<file path="src/rtl/sarseq_regs.vh">
// Register offsets, field positions, reset values and timing counts
// for the converter sequencer. Definitions only; included by bare name.
`ifndef SARSEQ_REGS_VH
`define SARSEQ_REGS_VH

// APB byte offsets, one aligned word per register
`define SARSEQ_OFS_CTRL0 12'h000
`define SARSEQ_OFS_CTRL1 12'h004
`define SARSEQ_OFS_RESH 12'h008
`define SARSEQ_OFS_RESL 12'h00C
`define SARSEQ_OFS_STAT 12'h010

// First control register fields
`define SARSEQ_C0_EN 0
`define SARSEQ_C0_GO 1
`define SARSEQ_C0_CHS_LO 2
`define SARSEQ_C0_CHS_HI 6
// Second control register fields
`define SARSEQ_C1_PREF_LO 0
`define SARSEQ_C1_PREF_HI 1
`define SARSEQ_C1_NREF 2
`define SARSEQ_C1_CS_LO 4
`define SARSEQ_C1_CS_HI 6
`define SARSEQ_C1_JUST 7
// Status register fields
`define SARSEQ_ST_DONE 0
`define SARSEQ_ST_IRQEN 1

// Reset values
`define SARSEQ_RST_CTRL0 8'h00
`define SARSEQ_RST_CTRL1 8'h00
`define SARSEQ_RST_RES 8'h00

// Channel codes
`define SARSEQ_CH_FIXREF 5'h1F
`define SARSEQ_CH_DAC 5'h1E
`define SARSEQ_CH_TEMP 5'h1D
`define SARSEQ_CH_PIN_MAX 5'h0D

// Conversion timing: bits resolved and the whole length in half bit periods
`define SARSEQ_CONV_BITS 4'd10
`define SARSEQ_CONV_TAD_X2 5'd23
// Instruction cycle in system clocks, delay before an RC start
`define SARSEQ_INSTR_CYC 3'd4
// Half bit period minus one, in system clocks, per divided clock code
`define SARSEQ_HALF_DIV2 6'h00
`define SARSEQ_HALF_DIV8 6'h03
`define SARSEQ_HALF_DIV32 6'h0F
`define SARSEQ_HALF_DIV4 6'h01
`define SARSEQ_HALF_DIV16 6'h07
`define SARSEQ_HALF_DIV64 6'h1F
`endif

</file>
<file path="src/rtl/sarseq_clkdiv.v">
// Conversion clock divider: half-period enable pulses for one bit period.
// Assumes the RC oscillator edge is already synchronised to pclk.
`include "sarseq_regs.vh"
module sarseq_clkdiv
(
   input wire pclk,
   input wire presetn,
   input wire run,
   input wire [2:0] clk_sel,
   input wire rc_tick,
   output wire half_tick
);
   reg [5:0] cnt_r;
   reg [5:0] half_lim;

   // Half a bit period minus one, in system clocks, per select code
   always @*
   begin
      case (clk_sel)
         3'b000: half_lim = `SARSEQ_HALF_DIV2;
         3'b001: half_lim = `SARSEQ_HALF_DIV8;
         3'b010: half_lim = `SARSEQ_HALF_DIV32;
         3'b100: half_lim = `SARSEQ_HALF_DIV4;
         3'b101: half_lim = `SARSEQ_HALF_DIV16;
         3'b110: half_lim = `SARSEQ_HALF_DIV64;
         default: half_lim = `SARSEQ_HALF_DIV2;
      endcase
   end

   // Counter restarts with each run so periods align to the start
   always @(posedge pclk or negedge presetn)
   begin
      if (!presetn)
         cnt_r <= 6'h00;
      else if (!run || cnt_r >= half_lim)
         cnt_r <= 6'h00;
      else
         cnt_r <= cnt_r + 6'h01;
   end

   // RC codes x11 take their edges from the oscillator instead
   assign half_tick = run &&
      ((clk_sel[1:0] == 2'b11) ? rc_tick : (cnt_r >= half_lim));
endmodule // sarseq_clkdiv

</file>
<file path="src/rtl/sarseq_sync.v">
// Three-stage synchroniser for one asynchronous level.
// Output changes once stages two and three agree.
module sarseq_sync
(
   input wire pclk,
   input wire presetn,
   input wire d,
   output reg q
);
   reg s1_r;
   reg s2_r;
   reg s3_r;

   // First stage feeds only the second
   always @(posedge pclk or negedge presetn)
   begin
      if (!presetn)
      begin
         s1_r <= 1'b0;
         s2_r <= 1'b0;
         s3_r <= 1'b0;
         q <= 1'b0;
      end
      else
      begin
         s1_r <= d;
         s2_r <= s1_r;
         s3_r <= s2_r;
         if (s2_r == s3_r)
            q <= s3_r;
      end
   end
endmodule // sarseq_sync

</file>
<file path="src/rtl/sarseq_top.v">
// Sequencer for a 10-bit successive-approximation converter, APB slave.
// Assumes an analog core with comparator, a trigger pulse on pclk, and
// a sleep level from the core; the RC clock arrives as a pin.
// Notes on behaviour
// (RULE1) Converter idle until enable written; only enabled converter starts
// (RULE2) Writing one to the status bit launches a conversion
// (RULE3) Software should enable first, then start in a later write
// (RULE4) Completion clears status, sets done flag, loads result bytes
// (RULE5) Clearing status early stops; unconverted bits copy last bit
// (RULE6) Reset returns all registers, converter off, conversion dropped
// (RULE7) RC clock: start delayed by one extra instruction cycle
// (RULE8) Sleep, RC clock, irq enabled: completion wakes the device
// (RULE9) Sleep, RC clock, irq disabled: power down after, enable stays
// (RULE10) Sleep with non-RC clock aborts and powers down, enable stays
// (RULE11) Trigger pulse sets status bit, starts, clears 16-bit timer
// (RULE12) Software keeps timing valid for trigger-started conversions
// (RULE13) Software configures, waits acquisition, polls or waits, clears
// (RULE14) Channel codes route fixed reference, DAC, temperature, pins 0-13
// (RULE15) Status bit reads one while converting, zero otherwise
// (RULE16) Enable clear means converter off, drawing no current
// (RULE17) Justify set: right justified, high byte upper six zero
// (RULE18) Justify clear: left justified, low byte lower six zero
// (RULE19) Clock field selects divide 2,8,32,4,16,64 or RC oscillator
// (RULE20) Negative reference: external pin when set, ground when clear
// (RULE21) Positive reference: fixed 11, pin 10, supply 00, 01 reserved
// (RULE22) Control bit seven and second bit three read zero
// (RULE23) Full conversion takes eleven and a half bit periods
// (RULE24) Done flag set every conversion, held until software clears
// (RULE25) Bits resolved MSB first, one per bit period, via comparator
// (RULE26) Starts during a running conversion are ignored
//
// Added by the designer: register access over APB and the register offsets.
`include "sarseq_regs.vh"
module sarseq_top
(
   input wire pclk,
   input wire presetn,
   input wire psel,
   input wire penable,
   input wire pwrite,
   input wire [11:0] paddr,
   input wire [31:0] pwdata,
   output reg [31:0] prdata,
   output reg pready,
   output reg pslverr,
   input wire rc_osc,
   input wire cmp_out,
   input wire trigger_pulse,
   input wire sleep_active,
   output reg [9:0] trial_code,
   output reg sample_hold,
   output reg analog_power,
   output reg [4:0] channel_select,
   output reg channel_valid,
   output reg [1:0] positive_ref_select,
   output reg negative_ref_select,
   output reg done_pulse,
   output reg wake_req,
   output reg timer_clear
);
   localparam ST_IDLE = 2'd0;
   localparam ST_WAIT = 2'd1;
   localparam ST_CONV = 2'd2;

   reg [1:0] state_r;
   reg converter_enable_r;
   reg go_r;
   reg [4:0] chs_r;
   reg just_r;
   reg [2:0] clk_sel_r;
   reg nref_r;
   reg [1:0] pref_r;
   reg [7:0] resh_r;
   reg [7:0] resl_r;
   reg done_flag_r;
   reg irq_en_r;
   reg [9:0] sar_r;
   reg [4:0] half_cnt_r;
   reg [2:0] wait_cnt_r;
   reg last_bit_r;
   reg sleep_off_r;
   reg rc_prev_r;
   wire rc_sync;
   wire half_tick;
   wire rc_sel;
   wire wr_en;
   wire rd_en;
   wire wr_c0;
   wire sw_start;
   wire sw_stop;
   wire start_req;
   wire conv_end;
   wire [9:0] fill;
   wire [9:0] partial;
   reg [9:0] res_src;
   reg [7:0] rd_byte;

   assign rc_sel = (clk_sel_r[1:0] == 2'b11); // (RULE19)

   // RC oscillator arrives from its own domain
   sarseq_sync u_rc_sync
   (
      .pclk(pclk),
      .presetn(presetn),
      .d(rc_osc),
      .q(rc_sync)
   );

   // Half bit-period ticks for the selected conversion clock
   sarseq_clkdiv u_div
   (
      .pclk(pclk),
      .presetn(presetn),
      .run(state_r == ST_CONV),
      .clk_sel(clk_sel_r),
      .rc_tick(rc_sync != rc_prev_r),
      .half_tick(half_tick)
   );

   // APB decode: zero wait states, so every access ends in one cycle
   assign wr_en = psel && penable && pwrite;
   assign rd_en = psel && !penable && !pwrite;
   assign wr_c0 = wr_en && (paddr == `SARSEQ_OFS_CTRL0);
   assign sw_start = wr_c0 && pwdata[`SARSEQ_C0_GO] && converter_enable_r
      && !sleep_off_r; // (RULE1)
   assign sw_stop = wr_c0 && !pwdata[`SARSEQ_C0_GO];
   // Hardware trigger also only starts an enabled converter
   assign start_req = (sw_start || (trigger_pulse && converter_enable_r
      && !sleep_off_r)) && (state_r == ST_IDLE); // (RULE2) (RULE11) (RULE26)
   assign conv_end = (state_r == ST_CONV) && half_tick &&
      (half_cnt_r == `SARSEQ_CONV_TAD_X2 - 5'd1); // (RULE23)

   // Bits not yet decided copy the last one decided
   genvar g;
   generate
      for (g = 0; g < 10; g = g + 1)
      begin : g_fill
         // Decided bits run from 9 down to 10 less the decisions made
         assign fill[g] = ((half_cnt_r >> 1) < 10 - g) ? 1'b1 : 1'b0;
         assign partial[g] = fill[g] ? last_bit_r : sar_r[g]; // (RULE5)
      end
   endgenerate

   // Result source: full on completion, patched when stopped early
   always @*
   begin
      res_src = conv_end ? sar_r : partial;
   end

   // Control registers, status bit and sequencing state
   always @(posedge pclk or negedge presetn)
   begin
      if (!presetn)
      begin
         state_r <= ST_IDLE; // (RULE6)
         converter_enable_r <= 1'b0;
         go_r <= 1'b0;
         chs_r <= 5'h00;
         just_r <= 1'b0;
         clk_sel_r <= 3'h0;
         nref_r <= 1'b0;
         pref_r <= 2'h0;
         resh_r <= `SARSEQ_RST_RES;
         resl_r <= `SARSEQ_RST_RES;
         done_flag_r <= 1'b0;
         irq_en_r <= 1'b0;
         sar_r <= 10'h000;
         half_cnt_r <= 5'h00;
         wait_cnt_r <= 3'h0;
         last_bit_r <= 1'b0;
         sleep_off_r <= 1'b0;
         rc_prev_r <= 1'b0;
      end
      else
      begin
         rc_prev_r <= rc_sync;
         if (wr_c0)
         begin
            converter_enable_r <= pwdata[`SARSEQ_C0_EN];
            chs_r <= pwdata[`SARSEQ_C0_CHS_HI:`SARSEQ_C0_CHS_LO];
         end
         if (wr_en && paddr == `SARSEQ_OFS_CTRL1)
         begin
            just_r <= pwdata[`SARSEQ_C1_JUST];
            clk_sel_r <= pwdata[`SARSEQ_C1_CS_HI:`SARSEQ_C1_CS_LO];
            nref_r <= pwdata[`SARSEQ_C1_NREF];
            pref_r <= pwdata[`SARSEQ_C1_PREF_HI:`SARSEQ_C1_PREF_LO];
         end
         if (wr_en && paddr == `SARSEQ_OFS_STAT)
            irq_en_r <= pwdata[`SARSEQ_ST_IRQEN];
         // Power-down by sleep holds until sleep ends; enable untouched
         if (!sleep_active)
            sleep_off_r <= 1'b0;
         // Done flag: hardware set wins over a software clear
         if (conv_end)
            done_flag_r <= 1'b1; // (RULE24)
         else if (wr_en && paddr == `SARSEQ_OFS_STAT &&
            !pwdata[`SARSEQ_ST_DONE])
            done_flag_r <= 1'b0;
         case (state_r)
            ST_IDLE:
            begin
               if (start_req)
               begin
                  go_r <= 1'b1; // (RULE15)
                  wait_cnt_r <= 3'h0;
                  sar_r <= 10'h200;
                  half_cnt_r <= 5'h00;
                  state_r <= rc_sel ? ST_WAIT : ST_CONV; // (RULE7)
               end
               // Result bytes are software writable when idle
               else if (wr_en && paddr == `SARSEQ_OFS_RESH)
                  resh_r <= pwdata[7:0];
               else if (wr_en && paddr == `SARSEQ_OFS_RESL)
                  resl_r <= pwdata[7:0];
            end
            ST_WAIT:
            begin
               // One instruction cycle lets a sleep instruction go first
               if (sw_stop || !converter_enable_r)
               begin
                  go_r <= 1'b0;
                  state_r <= ST_IDLE;
               end
               else if (wait_cnt_r == `SARSEQ_INSTR_CYC - 3'd1)
                  state_r <= ST_CONV; // (RULE7)
               else
                  wait_cnt_r <= wait_cnt_r + 3'd1;
            end
            ST_CONV:
            begin
               if (half_tick)
                  half_cnt_r <= half_cnt_r + 5'd1;
               // Decide one bit per period, MSB first, on the odd half
               if (half_tick && half_cnt_r[0] &&
                  (half_cnt_r >> 1) < {1'b0, `SARSEQ_CONV_BITS})
               begin
                  sar_r <= trial_next(sar_r, cmp_out); // (RULE25)
                  last_bit_r <= cmp_out;
               end
               if (conv_end || sw_stop || !converter_enable_r ||
                  (sleep_active && !rc_sel))
               begin
                  go_r <= 1'b0; // (RULE4) (RULE5)
                  state_r <= ST_IDLE;
                  if (sleep_active && !rc_sel)
                     sleep_off_r <= 1'b1; // (RULE10)
                  else if (conv_end && sleep_active && !irq_en_r)
                     sleep_off_r <= 1'b1; // (RULE9)
                  // Reset of enable abandons without a result
                  if (conv_end || sw_stop)
                  begin
                     if (just_r)
                     begin
                        resh_r <= {6'h00, res_src[9:8]}; // (RULE17)
                        resl_r <= res_src[7:0];
                     end
                     else
                     begin
                        resh_r <= res_src[9:2]; // (RULE18)
                        resl_r <= {res_src[1:0], 6'h00};
                     end
                  end
               end
            end
            default:
               state_r <= ST_IDLE;
         endcase
      end
   end

   // Apply the comparator decision and set the next trial bit
   function [9:0] trial_next;
      input [9:0] code;
      input dec;
      reg [9:0] low;
      reg [9:0] res;
      begin
         low = code & (~code + 10'h001); // Lowest set bit is the trial
         res = dec ? code : (code & ~low);
         res = res | (low >> 1);
         trial_next = res;
      end
   endfunction

   // Read mux; unimplemented bits read zero
   always @*
   begin
      case (paddr)
         `SARSEQ_OFS_CTRL0:
            rd_byte = {1'b0, chs_r, go_r, converter_enable_r}; // (RULE22)
         `SARSEQ_OFS_CTRL1:
            rd_byte = {just_r, clk_sel_r, 1'b0, nref_r, pref_r};
         `SARSEQ_OFS_RESH: rd_byte = resh_r;
         `SARSEQ_OFS_RESL: rd_byte = resl_r;
         `SARSEQ_OFS_STAT: rd_byte = {6'h00, irq_en_r, done_flag_r};
         default: rd_byte = 8'h00;
      endcase
   end

   // APB answer registered on the setup cycle
   always @(posedge pclk or negedge presetn)
   begin
      if (!presetn)
      begin
         prdata <= 32'h0000_0000;
         pready <= 1'b0;
         pslverr <= 1'b0;
      end
      else
      begin
         pready <= psel && !penable;
         pslverr <= psel && !penable && (paddr[1:0] != 2'b00 ||
            paddr > `SARSEQ_OFS_STAT);
         if (rd_en)
            prdata <= {24'h00_0000, rd_byte};
      end
   end

   // Analog-side outputs, all registered
   always @(posedge pclk or negedge presetn)
   begin
      if (!presetn)
      begin
         trial_code <= 10'h000;
         sample_hold <= 1'b0;
         analog_power <= 1'b0;
         channel_select <= 5'h00;
         channel_valid <= 1'b1; // Code zero routes pin zero
         positive_ref_select <= 2'h0;
         negative_ref_select <= 1'b0;
         done_pulse <= 1'b0;
         wake_req <= 1'b0;
         timer_clear <= 1'b0;
      end
      else
      begin
         trial_code <= sar_r;
         // Sample held while bits are decided
         sample_hold <= (state_r == ST_CONV);
         analog_power <= converter_enable_r && !sleep_off_r; // (RULE16)
         channel_select <= chs_r;
         channel_valid <= (chs_r <= `SARSEQ_CH_PIN_MAX) ||
            (chs_r == `SARSEQ_CH_FIXREF) || (chs_r == `SARSEQ_CH_DAC) ||
            (chs_r == `SARSEQ_CH_TEMP); // (RULE14)
         positive_ref_select <= pref_r; // (RULE21)
         negative_ref_select <= nref_r; // (RULE20)
         done_pulse <= conv_end;
         wake_req <= conv_end && sleep_active && rc_sel && irq_en_r; // (RULE8)
         timer_clear <= trigger_pulse; // (RULE11)
      end
   end
endmodule // sarseq_top

</file>
<file path="config.mk">
export PLATFORM = sky130hd
export DESIGN_NAME = sarseq_top
export DESIGN_NICKNAME = d
export VERILOG_FILES = /design/src/rtl/sarseq_clkdiv.v /design/src/rtl/sarseq_sync.v /design/src/rtl/sarseq_top.v
export VERILOG_INCLUDE_DIRS = /design/src /design/src/rtl
export SDC_FILE = /design/constraint.sdc
export NUM_CORES = 1
export LEC_CHECK = 0
export BUFFER_PORTS_ARGS = -buffer_cell sky130_fd_sc_hd__buf_2
export CORE_MARGIN = 5
export CORE_UTILIZATION = 45
export DETAILED_ROUTE_END_ITERATION = 8
export HOLD_SLACK_MARGIN = 0.06
export MAX_ROUTING_LAYER = met4
export PLACE_DENSITY = 0.71
export SKIP_LAST_GASP = 1
export SYNTH_ARGS = -nofsm -noshare
export SYNTH_HDL_FRONTEND = slang
export SYNTH_HIERARCHICAL = 1
export SYNTH_SLANG_ARGS = --single-unit
export TNS_END_PERCENT = 5
</file>
<file path="constraint.sdc">
create_clock -name pclk -period 3.2 [get_ports pclk]
set_input_delay 0.48 -clock pclk [delete_from_list [all_inputs] [get_ports pclk]]
set_output_delay 0.48 -clock pclk [all_outputs]
set_load 0.01 [all_outputs]
</file>
==> impl_metrics.yaml, run 1 <==
grt:
  grt_antenna_before_repair: 0
  grt_pass1_vias: 3753
  gr-total-overflow: 0
  grt_max_degree: 100
  grt_pass1_wl_um: 19000
  track_usage: 0.185
clock_tree:
  cts_tree: "done"
  root_buffer: "clkbuf_16"
  htree_levels: 3
  clk-insertion-delay-late_ns: 0.35
  cts.clk_slew.worst_paths_ns: 0.07
  cts_buffers: 9
  postCtsHoldBufs: 0
  cts.path.max_buffers: 2
  clock_sinks: 99
die:
  core-area_um2: 11000
  dieArea_um2: 13600
  start_util: 0.465
  rows: 38
  pin_count: 111
  die_y_um: 116
  die_w_um: 116
synth:
  seq_area_frac_synth: 0.486
  synth-edff-count: 0
  synth-seq-cells: 99
  async_reset_ff_frac: 1.00
  synth.yosys.warnings: 6
  synth.cell_area_um2: 5100
  synth_area_per_cell_um2: 10.8
  synth_flop_cell: "dfrtp_1"
  synthCells: 473
  ys_types: 68
detailed_routing:
  drt_iter0_drc: 281
  drc_errors: 0
  vias: 3856
  dr.pass1.iters: 5
  viasPerCell: 5.65
  wirelength_um: 11800
  wl_per_cell_um: 17.3
  ant_nets: 0
placement:
  place_ws_ns: 0.0417
  hpwl_um: 8530
  placed_area_um2: 5510
  gp_congestion: 0.875
  placement.io_buffers: 62
  dpl.cell_count: 663
setup_path:
  r2r_setup_slack_ns: 0.12
  crit_arrival_ns: 3.31
  start_kind: "register"
  path_cells: "buf_4 > o21ai_0 > nand2_1 > ha_1 > nand2b_1 > a21oi_1 > o211ai_1 > o211a_1 > a21oi_2 > buf_4 > o31ai_2 > nand2_2 > mux2_2"
  cpLargestDelayFamily: "compound AO/OA/AOI/OAI gates"
  crit_path_max_fanout: 8
  crit_buf_inv: 2
  critPathRequiredTime_ns: 3.44
  cp_common_cell: "buf_4"
  cp-end-kind: "register"
  crit_type: "register to register"
  slowest_stage: "dfrtp_1"
  critical-path-max-stage-delay_ns: 0.44
sta:
  hold_slack_ns: 0.163
  setup_viol: 0
  slew_viol_final: 0
  fmax_ghz: 0.325
  setup_slack_ns: 0.120
  max_slew_margin: 0.529
  finalSetupTns_ns: 0
  fin_crit_ns: 3.08
  fin_crit_sh: 0.962
  tightest_slew_ns: 0.699
  finalClockSkew_ns: 0.00927
  hold_viol_final: 0
power_and_ir_drop:
  power.total_mw: 3.90
  irDropWorstVdd_uv: 373
  power.density_nw_per_um2: 655
  power_leakage_nw: 2.87
cells_and_area:
  area_growth_pct: 16.7
  antenna_cells: 0
  final_area_um2: 5950
  drive_gt1_frac: 0.271
  nets: 608
  finalNonFillerCells: 683
  post-route-util: 0.542
job:
  drv_cap: 0
min_path:
  hp-class: "primary input to asynchronous set/reset pin"
status:
  status: "finished, final reports clean"
-- area by class of cell --
type	count	area (um2)
Fill cell	957	5030
Inverter	22	82.6
Clock buffer	9	225
Sequential cell	99	2480
Clock inverter	7	124
Timing Repair Buffer	77	454
Tap cell	140	175
Multi-Input combinational cell	329	2410
-- cell usage after synthesis (3+ instances only) --
| cell | n | area (um2) |
|---|---|---|
| a221oi_1 | 3 | 26.3 |
| o221ai_1 | 5 | 43.8 |
| buf_1 | 5 | 18.8 |
| nand4_1 | 3 | 18.8 |
| o31ai_1 | 3 | 22.5 |
| xor2_1 | 3 | 26.3 |
| o211a_1 | 4 | 40.0 |
| clkbuf_1 | 14 | 52.6 |
| a21oi_1 | 13 | 65.1 |
| mux2_2 | 26 | 293 |
| nand2_1 | 42 | 158 |
| a21o_1 | 4 | 30.0 |
| o211ai_1 | 3 | 22.5 |
| nor4_1 | 4 | 25.0 |
| dfrtp_1 | 98 | 2450 |
| mux4_2 | 6 | 135 |
| inv_1 | 21 | 78.8 |
| mux2i_1 | 15 | 150 |
| a22oi_1 | 3 | 22.5 |
| nor3_1 | 10 | 50.1 |
| a32o_1 | 7 | 70.1 |
| nor2_1 | 23 | 86.3 |
| and3_1 | 3 | 18.8 |
| o21ai_0 | 34 | 170 |
| nand3_1 | 17 | 85.1 |
| nand2b_1 | 6 | 37.5 |
| buf_4 | 25 | 188 |
| or4_1 | 3 | 22.5 |
| nor2b_1 | 6 | 37.5 |
| ha_1 | 17 | 213 |
-- cell usage in the layout, fill, tap and decap left out, drive strengths merged, types with 5 or more instances in the layout --
master and count:
mux2i 15, nand2b 6, nor3 11, conb 24
buf 77, nand3 17, a21oi 14, nor2 23
mux4 6, dfrtp 98, nor4 6, nor2b 6
o21ai 36, mux2 26, a32o 7, inv 23
nand2 42, o221ai 5, ha 17, clkbuf 9
-- sequential cells by signal, indices dropped and copies added, names as in the netlist, 2 cells and up --
register             count
sar_r                   10
trial_code              10
prdata                   8
resh_r                   8
resl_r                   8
u_div/cnt_r              6
channel_select           5
chs_r                    5
half_cnt_r               5
clk_sel_r                3
wait_cnt_r               3
positive_ref_select      2
pref_r                   2
state_r                  2
-- routing by layer --
layer,global-route usage,vias up,wire length [um]
met5,-,-,0
met4,0.0433,0,119
met3,0.0503,13,681
met2,0.301,109,6020
met1,0.232,1934,4990
li1,-,1800,-
-- path summary, 6_finish.rpt --
kind                                 from              to  cells after the start
setup / recovery             clk_sel_r[1]       resl_r[5]                     13
hold / removal                    presetn     timer_clear                      2
setup reg to reg             clk_sel_r[1]       resl_r[5]                     13
hold reg to reg            u_rc_sync/s1_r  u_rc_sync/s2_r                      0
max in group asynchronous         presetn    clk_sel_r[0]                      2
min in group pclk                  rc_osc  u_rc_sync/s1_r                      1
-- what timing repair did --
| item | CTS | global route |
|---|---|---|
| setup endpoints to repair | 0 | 33 |
| buffers inserted | 0 | 3 |
| resized for setup | 0 | 17 |
-- power breakdown --
part | internal (mW) | total [mW] | switching, mW | leakage [nW]
Combinational | 0.446 | 1.09 | 0.639 | 1.38
Clock | 0.772 | 1.26 | 0.490 | 0.172
Sequential | 1.40 | 1.55 | 0.156 | 1.32
-- cell families (layout without fill, tap and decap cells) --
group,after synthesis,after routing,synth area share
AO/OA/AOI/OAI,105,105,0.144
XOR/XNOR,5,5,0.00858
adder cells (fa/ha/maj),18,18,0.0439
buffers and inverters,68,115,0.0701
flip-flops,99,99,0.486
multiplexers,47,47,0.113
other,1,24,0.000735
AND/OR/NAND/NOR,130,130,0.134
No activity file was read; power rests on OpenSTA's default activity.
==> run 2, diff against run 1 <==
--- a/config.mk
+++ b/config.mk
@@ -13,6 +13,7 @@
 export HOLD_SLACK_MARGIN = 0.06
 export MAX_ROUTING_LAYER = met4
 export PLACE_DENSITY = 0.71
+export REMOVE_ABC_BUFFERS = 1
 export SKIP_LAST_GASP = 1
 export SYNTH_ARGS = -nofsm -noshare
 export SYNTH_HDL_FRONTEND = slang
==> impl_metrics.yaml, run 2 (same netlist as run 1, synthesis figures left out) <==
job:
  drv_cap: 0
grt:
  grt.busiest_layer: "met2"
  grt_util_met1: 0.238
  met2_usage: 0.288
  grt_antenna_before_repair: 0
  grt_pass1_vias: 3756
  grt_pass1_wl_um: 18800
  grt_use_met3: 0.0363
  grt_max_degree: 74
  gr-total-overflow: 0
  track_usage: 0.182
sta:
  fin_crit_sh: 0.944
  fin_crit_ns: 3.02
  setup_slack_ns: 0.180
  finalClockSkew_ns: 0.0101
  finalSetupTns_ns: 0
  fmax_ghz: 0.331
  hold_viol_final: 0
  setup_viol: 0
  tightest_slew_ns: 0.907
  slew_viol_final: 0
  max_slew_margin: 0.396
die:
  start_util: 0.465
  die_w_um: 116
  core-area_um2: 11000
  die_y_um: 116
  dieArea_um2: 13600
  pin_count: 111
  rows: 38
detailed_routing:
  ant_nets: 0
  drc_errors: 0
  dr.pass1.iters: 5
  viasPerCell: 5.66
  wl_per_cell_um: 17.2
  vias: 3903
  drt_iter0_drc: 281
  wirelength_um: 11900
cells_and_area:
  antenna_cells: 0
  nets: 615
  most-common-layout-cells: "dfrtp_1 (96), buf_2 (62), nand2_1 (42)"
  finalNonFillerCells: 690
  drive_gt1_frac: 0.285
  reg_top3: "sar_r x10, trial_code x10"
  final_area_um2: 5940
  mostFrequentLayoutCell: "dfrtp_1"
  area_growth_pct: 16.4
placement:
  hpwl_um: 8440
  gp_congestion: 0.862
  dpl.cell_count: 670
  placed_area_um2: 5540
  placement.io_buffers: 62
  place_ws_ns: 0.0279
power_and_ir_drop:
  irDropWorstVdd_uv: 282
  power.density_nw_per_um2: 630
  power_leakage_nw: 2.87
setup_path:
  path_cells: "buf_4 > ha_4 > nand2b_1 > nand2_1 > ha_1 > nand2b_1 > a21oi_1 > o211ai_1 > o211a_1 > a21oi_2 > buf_4 > o31ai_2 > nand2_1 > buf_4 > mux2_2"
  crit_arrival_ns: 3.25
  cp-end-kind: "register"
  crit_buf_inv: 3
  crit_path_max_fanout: 5
  start_kind: "register"
  critical-path-max-stage-delay_ns: 0.46
  slowest_stage: "dfrtp_2"
  critPathRequiredTime_ns: 3.43
  cpLargestDelayFamily: "compound AO/OA/AOI/OAI gates"
  crit_type: "register to register"
  cp_common_cell: "buf_4"
clock_tree:
  postCtsHoldBufs: 0
  cts_tree: "done"
  cts.path.max_buffers: 2
  clk-insertion-delay-late_ns: 0.35
  cts_buffers: 9
  cts.clk_slew.worst_paths_ns: 0.07
  clock_sinks: 99
  htree_levels: 3
  root_buffer: "clkbuf_16"
status:
  status: "finished, final reports clean"
min_path:
  hp-class: "primary input to register"
run 2: cell types whose count changed in the layout (fill, tap and decap cells not counted), sizes merged:
cell      previous run  this run
buf                 77        84
bufinv               3         1
clkinv               3         4
clkinvlp             0         2
inv                 23        22
run 2: area by class of cell:
cell class                 instances  area [um2]
fill                             950        5040
sequential                        99        2480
multi-input combinational        329        2410
timing repair buffer              84         479
clock buffer                       9         225
tap                              140         175
clock inverter                     7        87.6
inverter                          22        82.6
run 2: path summary, 6_finish.rpt:
| path | startpoint | end | depth (start not counted) | slack, ns |
|---|---|---|---|---|
| setup / recovery | clk_sel_r[0] | resl_r[7] | 15 | 0.18 |
| hold / removal | rc_osc | u_rc_sync/s1_r | 1 | 0.24 |
| setup reg to reg | clk_sel_r[0] | resl_r[7] | 15 | 0.18 |
| hold reg to reg | u_rc_sync/s1_r | u_rc_sync/s2_r | 0 | 0.35 |
| max in group asynchronous | presetn | prdata[1] | 2 | 2.18 |
| min in group asynchronous | presetn | trial_code[1] | 1 | 0.27 |
run 2: what timing repair did:
item / CTS / global route
setup buffers: 0 / 3
resized for setup: 0 / 17
hold endpoints to repair: 0 / 0
setup endpoints to repair: 0 / 27
run 2: power by group:
part	switching, mW	internal [mW]
registers	0.150	1.39
clock network	0.502	0.618
logic	0.633	0.450
run 2: layer usage:
metal,vias up,share of wire
met4,0,0.012
met2,116,0.49
met3,18,0.060
li1,1813,-
met5,-,0
met1,1956,0.44
run 2: metrics by stage:
| step | power [mW] | util | hold WS [ns] |
|---|---|---|---|
| global placement | 2.56 | 0.504 | 0.335 |
| floorplan | 2.21 | - | 0.184 |
| finish | 3.75 | 0.541 | 0.240 |
| CTS | 3.73 | 0.533 | 0.229 |
| detailed placement | 2.60 | 0.504 | 0.335 |
| global route | 3.94 | 0.541 | 0.231 |
